### src/include/adcsc_pkg.sv
package adcsc_pkg;

  // converter geometry
  localparam int RES_BITS   = 10;
  localparam int CH_BITS    = 3;
  localparam int NUM_CH_DEF = 8;
  localparam int ADDR_BITS  = 8;

  // byte offsets on the register bus
  localparam logic [ADDR_BITS-1:0] OFS_CSR      = 8'h00;
  localparam logic [ADDR_BITS-1:0] OFS_DATA0    = 8'h04;
  localparam logic [ADDR_BITS-1:0] OFS_STOP     = 8'h40;
  localparam logic [ADDR_BITS-1:0] OFS_IRQ_STAT = 8'h44;
  localparam logic [ADDR_BITS-1:0] OFS_IRQ_MASK = 8'h48;

  // converter_control_status_reg fields
  localparam int CSR_CH_LSB    = 0;
  localparam int CSR_TRG_BIT   = 3;
  localparam int CSR_MODE_BIT  = 4;
  localparam int CSR_START_BIT = 5;
  localparam int CSR_IE_BIT    = 6;
  localparam int CSR_END_BIT   = 7;
  localparam logic [7:0] CSR_RESET = 8'h00;

  // module_stop_control_reg fields
  localparam int   STOP_BIT   = 0;
  localparam logic STOP_RESET = 1'b1;

  // interrupt status and mask layout
  localparam int IRQ_W             = 3;
  localparam int IRQ_DONE_BIT      = 0;
  localparam int IRQ_DENIED_BIT    = 1;
  localparam int IRQ_TRIG_LOST_BIT = 2;
  localparam logic [IRQ_W-1:0] IRQ_STAT_RESET = 3'h0;
  localparam logic [IRQ_W-1:0] IRQ_MASK_RESET = 3'h0;

  // conversion timing in clock cycles
  localparam int SAMPLE_CYCLES_DEF = 8;
  localparam int SETTLE_CYCLES_DEF = 4;
  localparam int SYNC_LATENCY      = 2;

endpackage : adcsc_pkg

### src/rtl/adcsc_top.sv
// How it works
// - Each result is found by successive approximation, ten bits wide.
// - Two modes exist; only single mode is built, the mode bit reads zero.
// - One write may change channel and set start; the new channel converts.
// - Single mode converts the selected channel once, then stops.
// - Start bit going to one begins conversion; software or external trigger sets it.
// - The result lands in the data register of the converted channel.
// - Each finished conversion sets the conversion end flag.
// - End flag with interrupt enable set raises the conversion end interrupt.
// - Start stays one while converting, clears itself at the end, back to idle.
// - Writing module stop one halts the converter when the bus cycle ends.
// - Writing module stop zero restarts the converter when the bus cycle ends.
// - The converter loses its internal state while stopped.
// - While stopped, converter register reads and writes are blocked.
// - After reset the converter sits in the stopped state.
module adcsc_top
  import adcsc_pkg::*;
#(
  parameter int NUM_CH = NUM_CH_DEF,
  parameter int SAMPLE = SAMPLE_CYCLES_DEF,
  parameter int SETTLE = SETTLE_CYCLES_DEF
) (
  // clock and reset
  input  wire logic                 clk,
  input  wire logic                 rst,
  // avalon-mm slave
  input  wire logic [ADDR_BITS-1:0] avs_address,
  input  wire logic                 avs_read,
  input  wire logic                 avs_write,
  input  wire logic [3:0]           avs_byteenable,
  input  wire logic [31:0]          avs_writedata,
  output logic      [31:0]          avs_readdata,
  output logic                      avs_waitrequest,
  // pins
  input  wire logic                 ext_trigger,
  input  wire logic                 cmp_pin,
  // analog front end control
  output logic      [CH_BITS-1:0]   channel_select,
  output logic                      sample_hold,
  output logic      [RES_BITS-1:0]  dac_trial,
  // interrupts and status
  output logic                      conversion_end_interrupt,
  output logic                      irq,
  output logic                      module_stopped
);

  if (NUM_CH < 1 || NUM_CH > (1 << CH_BITS)) $error("adcsc_top: NUM_CH out of range");

  typedef enum logic {CTL_IDLE, CTL_CONVERT} adcsc_ctl_mode_type;

  typedef struct packed {
    logic                             ack;
    logic [31:0]                      rdata;
    logic                             module_stop_bit;
    logic [CH_BITS-1:0]               ch;
    logic                             trg_en;
    logic                             conversion_start_bit;
    logic                             conversion_end_irq_enable;
    logic                             conversion_end_flag;
    logic                             flag_seen;
    logic [NUM_CH-1:0][RES_BITS-1:0]  data;
    logic [IRQ_W-1:0]                 stat;
    logic [IRQ_W-1:0]                 mask;
    logic                             irq;
    logic                             cei;
    logic                             trig_prev;
    adcsc_ctl_mode_type               state;
    logic [CH_BITS-1:0]               conv_ch;
    logic                             go;
    logic                             abort;
  } adcsc_top_state_type;

  adcsc_top_state_type state_reg;
  adcsc_top_state_type state_next;

  logic                req;
  logic                access_end;
  logic                wr_ok;
  logic                rd_end;
  logic                conv_hit;
  logic                trig_s;
  logic                cmp_s;
  logic                trig_rise;
  logic                sar_done;
  logic [RES_BITS-1:0] sar_result;

  // a data register sits at each of the first NUM_CH aligned words from OFS_DATA0 on
  function automatic logic is_data_addr(input logic [ADDR_BITS-1:0] a);
    logic [ADDR_BITS-1:0] diff;
    diff = a - OFS_DATA0;
    return (a >= OFS_DATA0) && (a[1:0] == 2'b00) && (int'(diff[ADDR_BITS-1:2]) < NUM_CH);
  endfunction : is_data_addr

  function automatic logic [CH_BITS-1:0] data_index(input logic [ADDR_BITS-1:0] a);
    logic [ADDR_BITS-1:0] diff;
    diff = a - OFS_DATA0;
    return diff[CH_BITS+1:2];
  endfunction : data_index

  function automatic logic [7:0] csr_image(input adcsc_top_state_type s);
    logic [7:0] v;
    v = CSR_RESET;
    v[CSR_CH_LSB +: CH_BITS] = s.ch;
    v[CSR_TRG_BIT]           = s.trg_en;
    v[CSR_MODE_BIT]          = 1'b0; // scan mode is not built here
    v[CSR_START_BIT]         = s.conversion_start_bit;
    v[CSR_IE_BIT]            = s.conversion_end_irq_enable;
    v[CSR_END_BIT]           = s.conversion_end_flag;
    return v;
  endfunction : csr_image

  adcsc_sync #(
    .W (2)
  ) u_sync (
    .clk      (clk),
    .rst      (rst),
    .async_in ({ext_trigger, cmp_pin}),
    .sync_out ({trig_s, cmp_s})
  );

  adcsc_sar #(
    .RES    (RES_BITS),
    .SAMPLE (SAMPLE),
    .SETTLE (SETTLE)
  ) u_sar (
    .clk      (clk),
    .rst      (rst),
    .go       (state_reg.go),
    .abort    (state_reg.abort),
    .cmp_high (cmp_s),
    .hold     (sample_hold),
    .trial    (dac_trial),
    .done     (sar_done),
    .result   (sar_result)
  );

  assign req        = avs_read | avs_write;
  assign access_end = req & state_reg.ack;
  assign wr_ok      = avs_write & state_reg.ack & avs_byteenable[0];
  assign rd_end     = avs_read & state_reg.ack;
  assign conv_hit   = (avs_address == OFS_CSR) || is_data_addr(avs_address);
  assign trig_rise  = trig_s & ~state_reg.trig_prev;

  always_comb begin
    state_next       = state_reg;
    state_next.go    = 1'b0;
    state_next.abort = 1'b0;
    // one wait cycle, then the access completes
    state_next.ack   = req & ~state_reg.ack;
    state_next.trig_prev = trig_s;

    // read data is captured in the wait cycle and stands at completion
    if (req && !state_reg.ack) begin
      state_next.rdata = '0;
      if (avs_read) begin
        if (avs_address == OFS_STOP) begin
          state_next.rdata[STOP_BIT] = state_reg.module_stop_bit;
        end else if (avs_address == OFS_IRQ_STAT) begin
          state_next.rdata[IRQ_W-1:0] = state_reg.stat;
        end else if (avs_address == OFS_IRQ_MASK) begin
          state_next.rdata[IRQ_W-1:0] = state_reg.mask;
        end else if (state_reg.module_stop_bit) begin
          state_next.rdata = '0;
        end else if (avs_address == OFS_CSR) begin
          state_next.rdata[7:0] = csr_image(state_reg);
        end else if (is_data_addr(avs_address)) begin
          state_next.rdata[RES_BITS-1:0] = state_reg.data[data_index(avs_address)];
        end
      end
    end

    // reads and writes of the stopped converter are refused
    if (access_end && conv_hit && state_reg.module_stop_bit) begin
      state_next.stat[IRQ_DENIED_BIT] = 1'b1;
    end

    // read of the status register clears only what that read returned
    if (rd_end && avs_address == OFS_IRQ_STAT) begin
      state_next.stat = state_reg.stat & ~state_reg.rdata[IRQ_W-1:0];
      if (conv_hit && state_reg.module_stop_bit) begin
        state_next.stat[IRQ_DENIED_BIT] = 1'b1;
      end
    end

    if (rd_end && avs_address == OFS_CSR && !state_reg.module_stop_bit) begin
      if (state_reg.rdata[CSR_END_BIT]) begin
        state_next.flag_seen = 1'b1;
      end
    end

    if (wr_ok) begin
      if (avs_address == OFS_STOP) begin
        // takes effect at the edge that ends the bus cycle
        state_next.module_stop_bit = avs_writedata[STOP_BIT];
      end else if (avs_address == OFS_IRQ_MASK) begin
        state_next.mask = avs_writedata[IRQ_W-1:0];
      end else if (avs_address == OFS_CSR && !state_reg.module_stop_bit) begin
        // channel and start may change in the same write
        state_next.ch                        = avs_writedata[CSR_CH_LSB +: CH_BITS];
        state_next.trg_en                    = avs_writedata[CSR_TRG_BIT];
        state_next.conversion_end_irq_enable = avs_writedata[CSR_IE_BIT];
        state_next.conversion_start_bit      = avs_writedata[CSR_START_BIT];
        if (!avs_writedata[CSR_END_BIT] && state_reg.flag_seen) begin
          state_next.conversion_end_flag = 1'b0;
          state_next.flag_seen           = 1'b0;
        end
      end
    end

    // the external trigger sets the start bit on its rising edge
    if (trig_rise && state_reg.trg_en && !state_reg.module_stop_bit) begin
      if (state_reg.state == CTL_IDLE) begin
        state_next.conversion_start_bit = 1'b1;
      end else begin
        state_next.stat[IRQ_TRIG_LOST_BIT] = 1'b1;
      end
    end

    unique case (state_reg.state)
      CTL_IDLE: begin
        if (state_next.conversion_start_bit) begin
          // channel is frozen here, later channel writes wait for the next start
          state_next.state   = CTL_CONVERT;
          state_next.conv_ch = state_next.ch;
          state_next.go      = 1'b1;
        end
      end
      CTL_CONVERT: begin
        if (sar_done) begin
          state_next.data[state_reg.conv_ch] = sar_result;
          state_next.conversion_end_flag     = 1'b1;
          state_next.flag_seen               = 1'b0;
          state_next.stat[IRQ_DONE_BIT]      = 1'b1;
          state_next.conversion_start_bit    = 1'b0;
          state_next.state                   = CTL_IDLE;
        end else if (!state_next.conversion_start_bit) begin
          // software cleared start mid-conversion, result is dropped
          state_next.abort = 1'b1;
          state_next.state = CTL_IDLE;
        end
      end
    endcase

    // a stopped converter keeps nothing
    if (state_next.module_stop_bit) begin
      state_next.ch                        = CSR_RESET[CSR_CH_LSB +: CH_BITS];
      state_next.trg_en                    = CSR_RESET[CSR_TRG_BIT];
      state_next.conversion_start_bit      = CSR_RESET[CSR_START_BIT];
      state_next.conversion_end_irq_enable = CSR_RESET[CSR_IE_BIT];
      state_next.conversion_end_flag       = CSR_RESET[CSR_END_BIT];
      state_next.flag_seen                 = 1'b0;
      state_next.data                      = '0;
      state_next.state                     = CTL_IDLE;
      state_next.conv_ch                   = '0;
      state_next.go                        = 1'b0;
      state_next.abort                     = 1'b1;
    end

    state_next.cei = state_next.conversion_end_flag & state_next.conversion_end_irq_enable;
    state_next.irq = |(state_next.stat & state_next.mask);
  end

  always_ff @(posedge clk or posedge rst) begin
    if (rst) begin
      state_reg                 <= '0;
      state_reg.stat            <= IRQ_STAT_RESET;
      state_reg.mask            <= IRQ_MASK_RESET;
      state_reg.module_stop_bit <= STOP_RESET;
    end else begin
      state_reg <= state_next;
    end
  end

  // handshake is combinational, every data output is a flip-flop
  assign avs_waitrequest          = req & ~state_reg.ack;
  assign avs_readdata             = state_reg.rdata;
  assign channel_select           = state_reg.conv_ch;
  assign conversion_end_interrupt = state_reg.cei;
  assign irq                      = state_reg.irq;
  assign module_stopped           = state_reg.module_stop_bit;

endmodule : adcsc_top

### src/rtl/adcsc_sync.sv
module adcsc_sync
  import adcsc_pkg::*;
#(
  parameter int W = 1
) (
  // clock and reset
  input  wire logic         clk,
  input  wire logic         rst,
  // asynchronous levels in, synchronised levels out
  input  wire logic [W-1:0] async_in,
  output logic      [W-1:0] sync_out
);

  typedef struct packed {
    logic [W-1:0] meta;
    logic [W-1:0] sync;
  } adcsc_sync_state_type;

  adcsc_sync_state_type state_reg;
  adcsc_sync_state_type state_next;

  // the first stage feeds the second stage only
  always_comb begin
    state_next      = state_reg;
    state_next.meta = async_in;
    state_next.sync = state_reg.meta;
  end

  always_ff @(posedge clk or posedge rst) begin
    if (rst) begin
      state_reg <= '0;
    end else begin
      state_reg <= state_next;
    end
  end

  assign sync_out = state_reg.sync;

endmodule : adcsc_sync

### src/rtl/adcsc_sar.sv
module adcsc_sar
  import adcsc_pkg::*;
#(
  parameter int RES    = RES_BITS,
  parameter int SAMPLE = SAMPLE_CYCLES_DEF,
  parameter int SETTLE = SETTLE_CYCLES_DEF
) (
  // clock and reset
  input  wire logic           clk,
  input  wire logic           rst,
  // control from the sequencer
  input  wire logic           go,
  input  wire logic           abort,
  // analog side
  input  wire logic           cmp_high,
  output logic                hold,
  output logic [RES-1:0]      trial,
  // result
  output logic                done,
  output logic [RES-1:0]      result
);

  if (RES < 2 || RES > 16) $error("adcsc_sar: RES out of range");
  if (SAMPLE < 1 || SAMPLE > 256) $error("adcsc_sar: SAMPLE out of range");
  // the comparator passes a synchroniser, so the answer lags the trial word
  if (SETTLE <= SYNC_LATENCY || SETTLE > 256) $error("adcsc_sar: SETTLE too short");

  localparam logic [7:0] SAMPLE_CNT = 8'(SAMPLE - 1);
  localparam logic [7:0] SETTLE_CNT = 8'(SETTLE - 1);
  localparam logic [3:0] TOP_IDX    = 4'(RES - 1);

  typedef enum logic [1:0] {SAR_IDLE, SAR_SAMPLE, SAR_BIT} adcsc_sar_mode_type;

  typedef struct packed {
    adcsc_sar_mode_type state;
    logic [7:0]         cnt;
    logic [3:0]         idx;
    logic [RES-1:0]     acc;
    logic [RES-1:0]     result;
    logic               done;
    logic               hold;
  } adcsc_sar_state_type;

  adcsc_sar_state_type state_reg;
  adcsc_sar_state_type state_next;
  logic [3:0]          idx_down;

  always_comb begin
    state_next      = state_reg;
    state_next.done = 1'b0;
    idx_down        = state_reg.idx - 4'h1;
    unique case (state_reg.state)
      SAR_IDLE: begin
        if (go) begin
          state_next.state = SAR_SAMPLE;
          state_next.cnt   = SAMPLE_CNT;
          state_next.acc   = '0;
          state_next.hold  = 1'b0;
        end
      end
      SAR_SAMPLE: begin
        if (state_reg.cnt == 8'h00) begin
          state_next.state          = SAR_BIT;
          state_next.hold           = 1'b1;
          state_next.idx            = TOP_IDX;
          state_next.acc            = '0;
          state_next.acc[TOP_IDX]   = 1'b1;
          state_next.cnt            = SETTLE_CNT;
        end else begin
          state_next.cnt = state_reg.cnt - 8'h01;
        end
      end
      SAR_BIT: begin
        if (state_reg.cnt == 8'h00) begin
          // keep the trial bit only if the input is at or above the trial level
          if (!cmp_high) begin
            state_next.acc[state_reg.idx] = 1'b0;
          end
          if (state_reg.idx == 4'h0) begin
            state_next.result = state_next.acc;
            state_next.done   = 1'b1;
            state_next.state  = SAR_IDLE;
            state_next.hold   = 1'b0;
          end else begin
            state_next.idx           = idx_down;
            state_next.acc[idx_down] = 1'b1;
            state_next.cnt           = SETTLE_CNT;
          end
        end else begin
          state_next.cnt = state_reg.cnt - 8'h01;
        end
      end
    endcase
    // an abort leaves no trial word behind, so a stopped converter shows nothing
    if (abort) begin
      state_next = '0;
    end
  end

  always_ff @(posedge clk or posedge rst) begin
    if (rst) begin
      state_reg <= '0;
    end else begin
      state_reg <= state_next;
    end
  end

  assign hold   = state_reg.hold;
  assign trial  = state_reg.acc;
  assign done   = state_reg.done;
  assign result = state_reg.result;

endmodule : adcsc_sar

### config.mk
export PLATFORM = sky130hd
export DESIGN_NAME = adcsc_top
export DESIGN_NICKNAME = d
export VERILOG_FILES = /design/src/include/adcsc_pkg.sv /design/src/rtl/adcsc_top.sv /design/src/rtl/adcsc_sync.sv /design/src/rtl/adcsc_sar.sv
export SDC_FILE = /design/constraint.sdc
export NUM_CORES = 1
export LEC_CHECK = 0
export BUFFER_PORTS_ARGS = -buffer_cell sky130_fd_sc_hd__buf_4
export CORE_UTILIZATION = 53
export CTS_CLUSTER_DIAMETER = 200
export DETAILED_ROUTE_END_ITERATION = 8
export PLACE_DENSITY_LB_ADDON = 0.12
export SLEW_MARGIN = 25
export SYNTH_ARGS = -nofsm -noshare
export SYNTH_HDL_FRONTEND = slang
export SYNTH_SLANG_ARGS = --single-unit
### constraint.sdc
create_clock -name clk -period 5.7 [get_ports clk]
set_input_delay 1.425 -clock clk [delete_from_list [all_inputs] [get_ports clk]]
set_output_delay 1.425 -clock clk [all_outputs]
set_load 0.01 [all_outputs]
* Word-level counts from Yosys, hierarchy flattened *
Index checks and enable logic that the tools add are counted.

operators by class
  add/subtract/negate cells = 3
  order comparisons = 9
  equality and inequality tests = 14
  muxes and demuxes = 76
  bitwise logic cells = 17
  reduce and logical (&&, ||, !) cells = 43

operators with widths
  cell                  number
  $mux W82              2
  $mux W10              9
  $mux W88              1
  $bwmux W80            1
  $pmux W10 S3          2
  $mux W8               6
  $mux W36              1
  $mux W32              1
  $mux W31              1
  $bmux W10 S3          1
  $demux W10 S3         1
  $mux W26              1
  $eq A8 B7 Y1 const B  3
  $mux W1               23
  $mux W22              1
  $mux W3               6
  $logic_and A1 B1 Y1   16
  $logic_not A8 Y1      2
  $reduce_bool A2 Y1    8
  $mux W14              1
  $mux W7               2
  $mux W12              1
  $reduce_and A4 Y1     3
  $mux W11              1
  other kinds (41)      68

storage, ports and cells
  register bits after elaboration = 177
  input bits = 50
  output and inout bits = 50
  logic and storage cells = 197

* Longest topological paths before layout *
  depth in word-level cells = 15
  gate-level depth with buffers = 11
  gate-level depth less buffers = 7

* By module *
A second synthesis with hierarchy kept.

unflattened totals
  cells, all modules = 805
  area total of the unflattened synthesis = 8254.2 sq um

by module, submodules not included
  module      times used  cells an instance  area an instance (sq um)  sequential area each (sq um)
  adcsc_top   1           555                5935.7                    2854.0
  adcsc_sar   1           245                2214.6                    875.8
  adcsc_sync  1           5                  103.8                     100.1

* Worst setup path before layout *
No wires, ideal clock.

  kind = input -> register
  from = input port avs_address[2]
  to = register state_reg, in the netlist avs_readdata[3]
  setup time = 0.127 ns
  arrival = 3.828 ns
  data required time = 5.573 ns
  setup slack = 1.745 ns
  stages on the path = 11
  buffers on the path = 4
  cell sequence = clkbuf_1 clkbuf_1 inv_1 ha_1 clkbuf_1 buf_1 mux4_2 mux2i_1 nand2_1 o21ai_0 o21ai_0

on the way
  cells in the longest elaborated chain, start to end = 10
  elaborated cells on any way between the ends = 18
  classes of those cells = add/sub (1); order compare (2); eq/ne (3); mux (9); reduce/logical (3)

ends and longest elaborated chain
  item                                             line                               text
  start, declared                                  adcsc_top.sv:27                    input wire logic [ADDR_BITS-1:0] avs_address,
  $sub A8 B3 Y8 or $ge A8 B3 Y1 (tied branches)    adcsc_top.sv:96, adcsc_top.sv:91
  $lt A6 B4 Y1, or another cell as far along       adcsc_top.sv:91                    return (a >= OFS_DATA0) && (a[1:0] == 2'b00) && (int'(diff[ADDR_BITS-1:2]) < NUM_CH);
  $logic_and A1 B1 Y1 or $mux W10 (tied branches)  adcsc_top.sv:91, adcsc_top.sv:167
  $mux W10                                         adcsc_top.sv:166                   end else if (is_data_addr(avs_address)) begin
  $mux W8                                          adcsc_top.sv:164                   end else if (avs_address == OFS_CSR) begin
  $mux W10                                         adcsc_top.sv:162                   end else if (state_reg.module_stop_bit) begin
  $mux W7                                          adcsc_top.sv:160                   end else if (avs_address == OFS_IRQ_MASK) begin
  $mux W7                                          adcsc_top.sv:158                   end else if (avs_address == OFS_IRQ_STAT) begin
  $mux W31 *                                       adcsc_top.sv:156                   if (avs_address == OFS_STOP) begin
  $mux W32 *                                       adcsc_top.sv:155                   if (avs_read) begin
  end signal, assigned                             adcsc_top.sv:270                   state_reg <= state_next;
  end, declared                                    adcsc_top.sv:73                    adcsc_top_state_type state_reg;

Every way passes the cells marked *; elsewhere a longest branch is shown, timed or not. The select of a mux whose other input is x is not followed.
A chain may end at the register's enable or synchronous reset.

* Worst setup path after layout *
  from = input port avs_address[2]
  to = register state_reg, in the netlist channel_select[0]

on the way
  cells in the longest elaborated chain, start to end = 10
  elaborated cells on any way between the ends = 17
  classes of those cells = eq/ne (3); mux (10); reduce/logical (4)

ends and longest elaborated chain
  item                                 line              text
  $logic_not A8 Y1                     adcsc_top.sv:197  end else if (avs_address == OFS_CSR && !state_reg.module_stop_bit) begin
  $logic_and A1 B1 Y1                  adcsc_top.sv:197
  $mux W8                              adcsc_top.sv:197
  $mux W8                              adcsc_top.sv:195  end else if (avs_address == OFS_IRQ_MASK) begin
  $mux W8                              adcsc_top.sv:192  if (avs_address == OFS_STOP) begin
  $mux W9 *                            adcsc_top.sv:191  if (wr_ok) begin
  $mux W1                              adcsc_top.sv:212  if (state_reg.state == CTL_IDLE) begin
  $mux W1                              adcsc_top.sv:211  if (trig_rise && state_reg.trg_en && !state_reg.module_stop_bit) begin
  $reduce_bool A2 Y1 (no source line)  --
  $reduce_and A2 Y1 (no source line)   --

Marks and branches as above.

==> impl_metrics.ini <==
[outcome]
status = finished with violations
violations = DRC

[sta]
max_slew.worst_pin.slew_ns = 1.04
drv_slew = 0
rsz0062_at_grt = no
finalSetupViolations = 0
fin_crit_sh_pct = 65.5
finalCriticalPeriod_ns = 3.73
hold_viol = 0
max_freq_mhz = 268
clock_skew_ns = 0.0196
setup_tns_ns = 0
relSlewSlack_pct = 30.6

[floorplanning]
dieArea_sq_um = 15600
design.portCount = 100
row_count = 44
core_sq_um = 14600
start_util_pct = 54.7
die_h_microns = 125
die_w_microns = 125

[setup_path]
cp_top_family = simple AND/OR/NAND/NOR gates
worst-path-max-fanout = 24
crit_type = input port to register
critPathCaptureType = register
cp_num_buf_inv = 2
required_ns = 5.96
path_depth = 8
cp-start-kind = input port
r2r_slack_ns = 3.18
max_stage_delay_ns = 0.59
r2r_start = state_reg[98]
reg2reg_to = state_reg[70]
path_cells = buf_4 -> inv_1 -> ha_1 -> or4b_4 -> or4_1 -> o31a_1 -> nor2_1 -> nor3_1
endpoint = channel_select[0]
arrival_ns = 4.00
startpoint = avs_address[2]
slowest_stage = or4b_4
r2r_cells = 6

[cells_and_area]
area_growth_pct = 10.2
fillers = 1209
largest_reg_flops = 98
final_cells = 979
nets = 841
drive_gt1_share_pct = 17.5
n_antenna_cell = 0

[routing]
routed_wl_microns = 18200
first_pass_iters = 7
final_antenna_net_count = 0
via_count = 5735
drc = 13
viasPerCell = 5.86
wl_per_cell_microns = 18.6
drt_iter0_drc = 403

[grt]
overflow = 0
grt_max_degree = 122
grt_pass1_wl_microns = 29900
antenna_found_initial = 0
grtUsageTotal_pct = 24.8
grt_pass1_vias = 5754

[pwr]
ir_worst_vdd_v = 0.000254
p_leak_nw = 3.72
p_per_area_nw_per_um2 = 436

[synth]
synth.area.top_cells = dfrtp_1 48%, mux2i_1 10%, mux4_2 5.6%, nor2_1 4.8%, buf_4 4.3%
synth_seq_area_share_pct = 47.8
netlist_area_sq_um = 8010
synthCells = 780
ys_async_sr_fraction_pct = 100
synth.avg_cell_area_sq_um = 10.3
ys_warn_count = 0
ys_dominant_reg_cell = dfrtp_1
ys_seq_elements = 153
yosysTopAreaCellShare_pct = 47.5
yosysUniqueCellTypes = 63
synth-edff-count = 0
synth_top_area_cell = dfrtp_1

[clock_network]
postCtsSetupRepairBufs = 0
cts_num_sinks = 153
tritoncts = done
cts_resized = 0
clk_pin_slew_ns = 0.06
clock_latency_ns = 0.43
hold_buffers = 0
cts_max_level = 4
cts_buffers = 17
cts_root_buf = clkbuf_16
clockBufferDepth = 2

[worst_hold_path]
hold_path_class = register to register

[place]
placed_cells = 947
globalplace.congestion = 0.870
numPortBuffers = 49
post-dp-hpwl_microns = 12400

[run]
cap_violations = 0
==> routing by layer <==
metal	global-route usage (%)	routed length [microns]	vias to the layer above
met5	0	0	-
met4	9.04	297	0
met3	3.74	698	24
met2	42.7	9210	164
met1	31.9	8000	2856
li1	-	-	2691
==> report_power, final <==
part	total [mW]	switching [mW]	leakage [nW]	internal [mW]
Clock	1.09	0.471	0.262	0.622
Combinational	1.10	0.598	1.67	0.500
Sequential	1.66	0.247	1.78	1.41
==> synth_stat cells (all sizes together), types with 8 or more instances <==
cell type and count:
dfrtp 152, nor2 102, mux2i 80, buf 68, nand2 58, o21ai 46
clkbuf 32, a21oi 30, inv 20, mux4 20, nand3 16, nor3 13
o31ai 10, ha 9, nor2b 9, nor3b 8, or3 8
==> metrics by stage <==
step / area [sq um] / power (mW) / util (%) / hold slack (ns) / setup WS [ns]
final: 8820 / 3.85 / 60.3 / 0.350 / 1.97
after global routing: 8820 / 4.11 / 60.3 / 0.364 / 1.81
after CTS: 8820 / 3.87 / 60.2 / 0.351 / 1.98
after detailed placement: 8240 / 2.77 / 56.3 / 0.336 / 1.54
after global placement: 8240 / 2.71 / 56.2 / 0.333 / 1.56
after floorplan: 8080 / 2.47 / - / 0.331 / 0.155
==> how the worst min path moves through the flow <==
stage                         startpoint                  to  slack, ns  cells past startpoint
floorplan           u_sync.state_next[0]  u_sync.sync_out[0]       0.33                      0
global placement    u_sync.state_next[0]  u_sync.sync_out[0]       0.33                      0
detailed placement  u_sync.state_next[1]  u_sync.sync_out[1]       0.34                      0
CTS                 u_sync.state_next[1]  u_sync.sync_out[1]       0.35                      0
global route        u_sync.state_next[1]  u_sync.sync_out[1]       0.36                      0
finish              u_sync.state_next[1]  u_sync.sync_out[1]       0.35                      0
==> final cells by class <==
| cell class | instances | area [sq um] | share of cell area (%) |
|---|---|---|---|
| sequential | 153 | 3830 | 43.4 |
| multi-input combinational | 528 | 3640 | 41.2 |
| timing repair buffer | 62 | 465 | 5.27 |
| clock buffer | 18 | 439 | 4.98 |
| tap | 184 | 230 | 2.61 |
| clock inverter | 14 | 140 | 1.59 |
| inverter | 20 | 82.6 | 0.936 |
==> cells by family after synthesis <==
| group | share of synthesized area, % |
|---|---|
| AO/OA/AOI/OAI | 10.4 |
| XOR/XNOR | 0.656 |
| adder cells (fa/ha/maj) | 1.41 |
| buffers and inverters | 8.11 |
| flip-flops | 47.8 |
| multiplexers | 16.6 |
| other | 0.0468 |
| AND/OR/NAND/NOR | 14.9 |
==> cells in the final DEF, fill, tap and decap left out, types with 3 or more instances in the layout <==
cell type   instances
o21a_1              5
clkbuf_16          17
or3_1               8
inv_6               3
dfrtp_1           152
nand2b_1            6
and2_1              3
o21ai_0            46
nand3_1            16
nor2_1            102
xor2_1              4
buf_4              62
nor4_1              6
conb_1             22
nand2_1            58
mux2i_1            80
nor3b_1             6
a22o_1              4
mux2_2              7
o41ai_1             4
ha_1                9
a21oi_1            30
mux4_2             20
o22ai_1             4
or4_1               3
inv_1              19
a32o_1              3
o31ai_1             9
nor2b_1             9
inv_8               3
nand4_1             4
nor3_1             11
and3_1              4
clkinvlp_4          7
a211oi_1            7
Power figures use the tool's default switching activity.
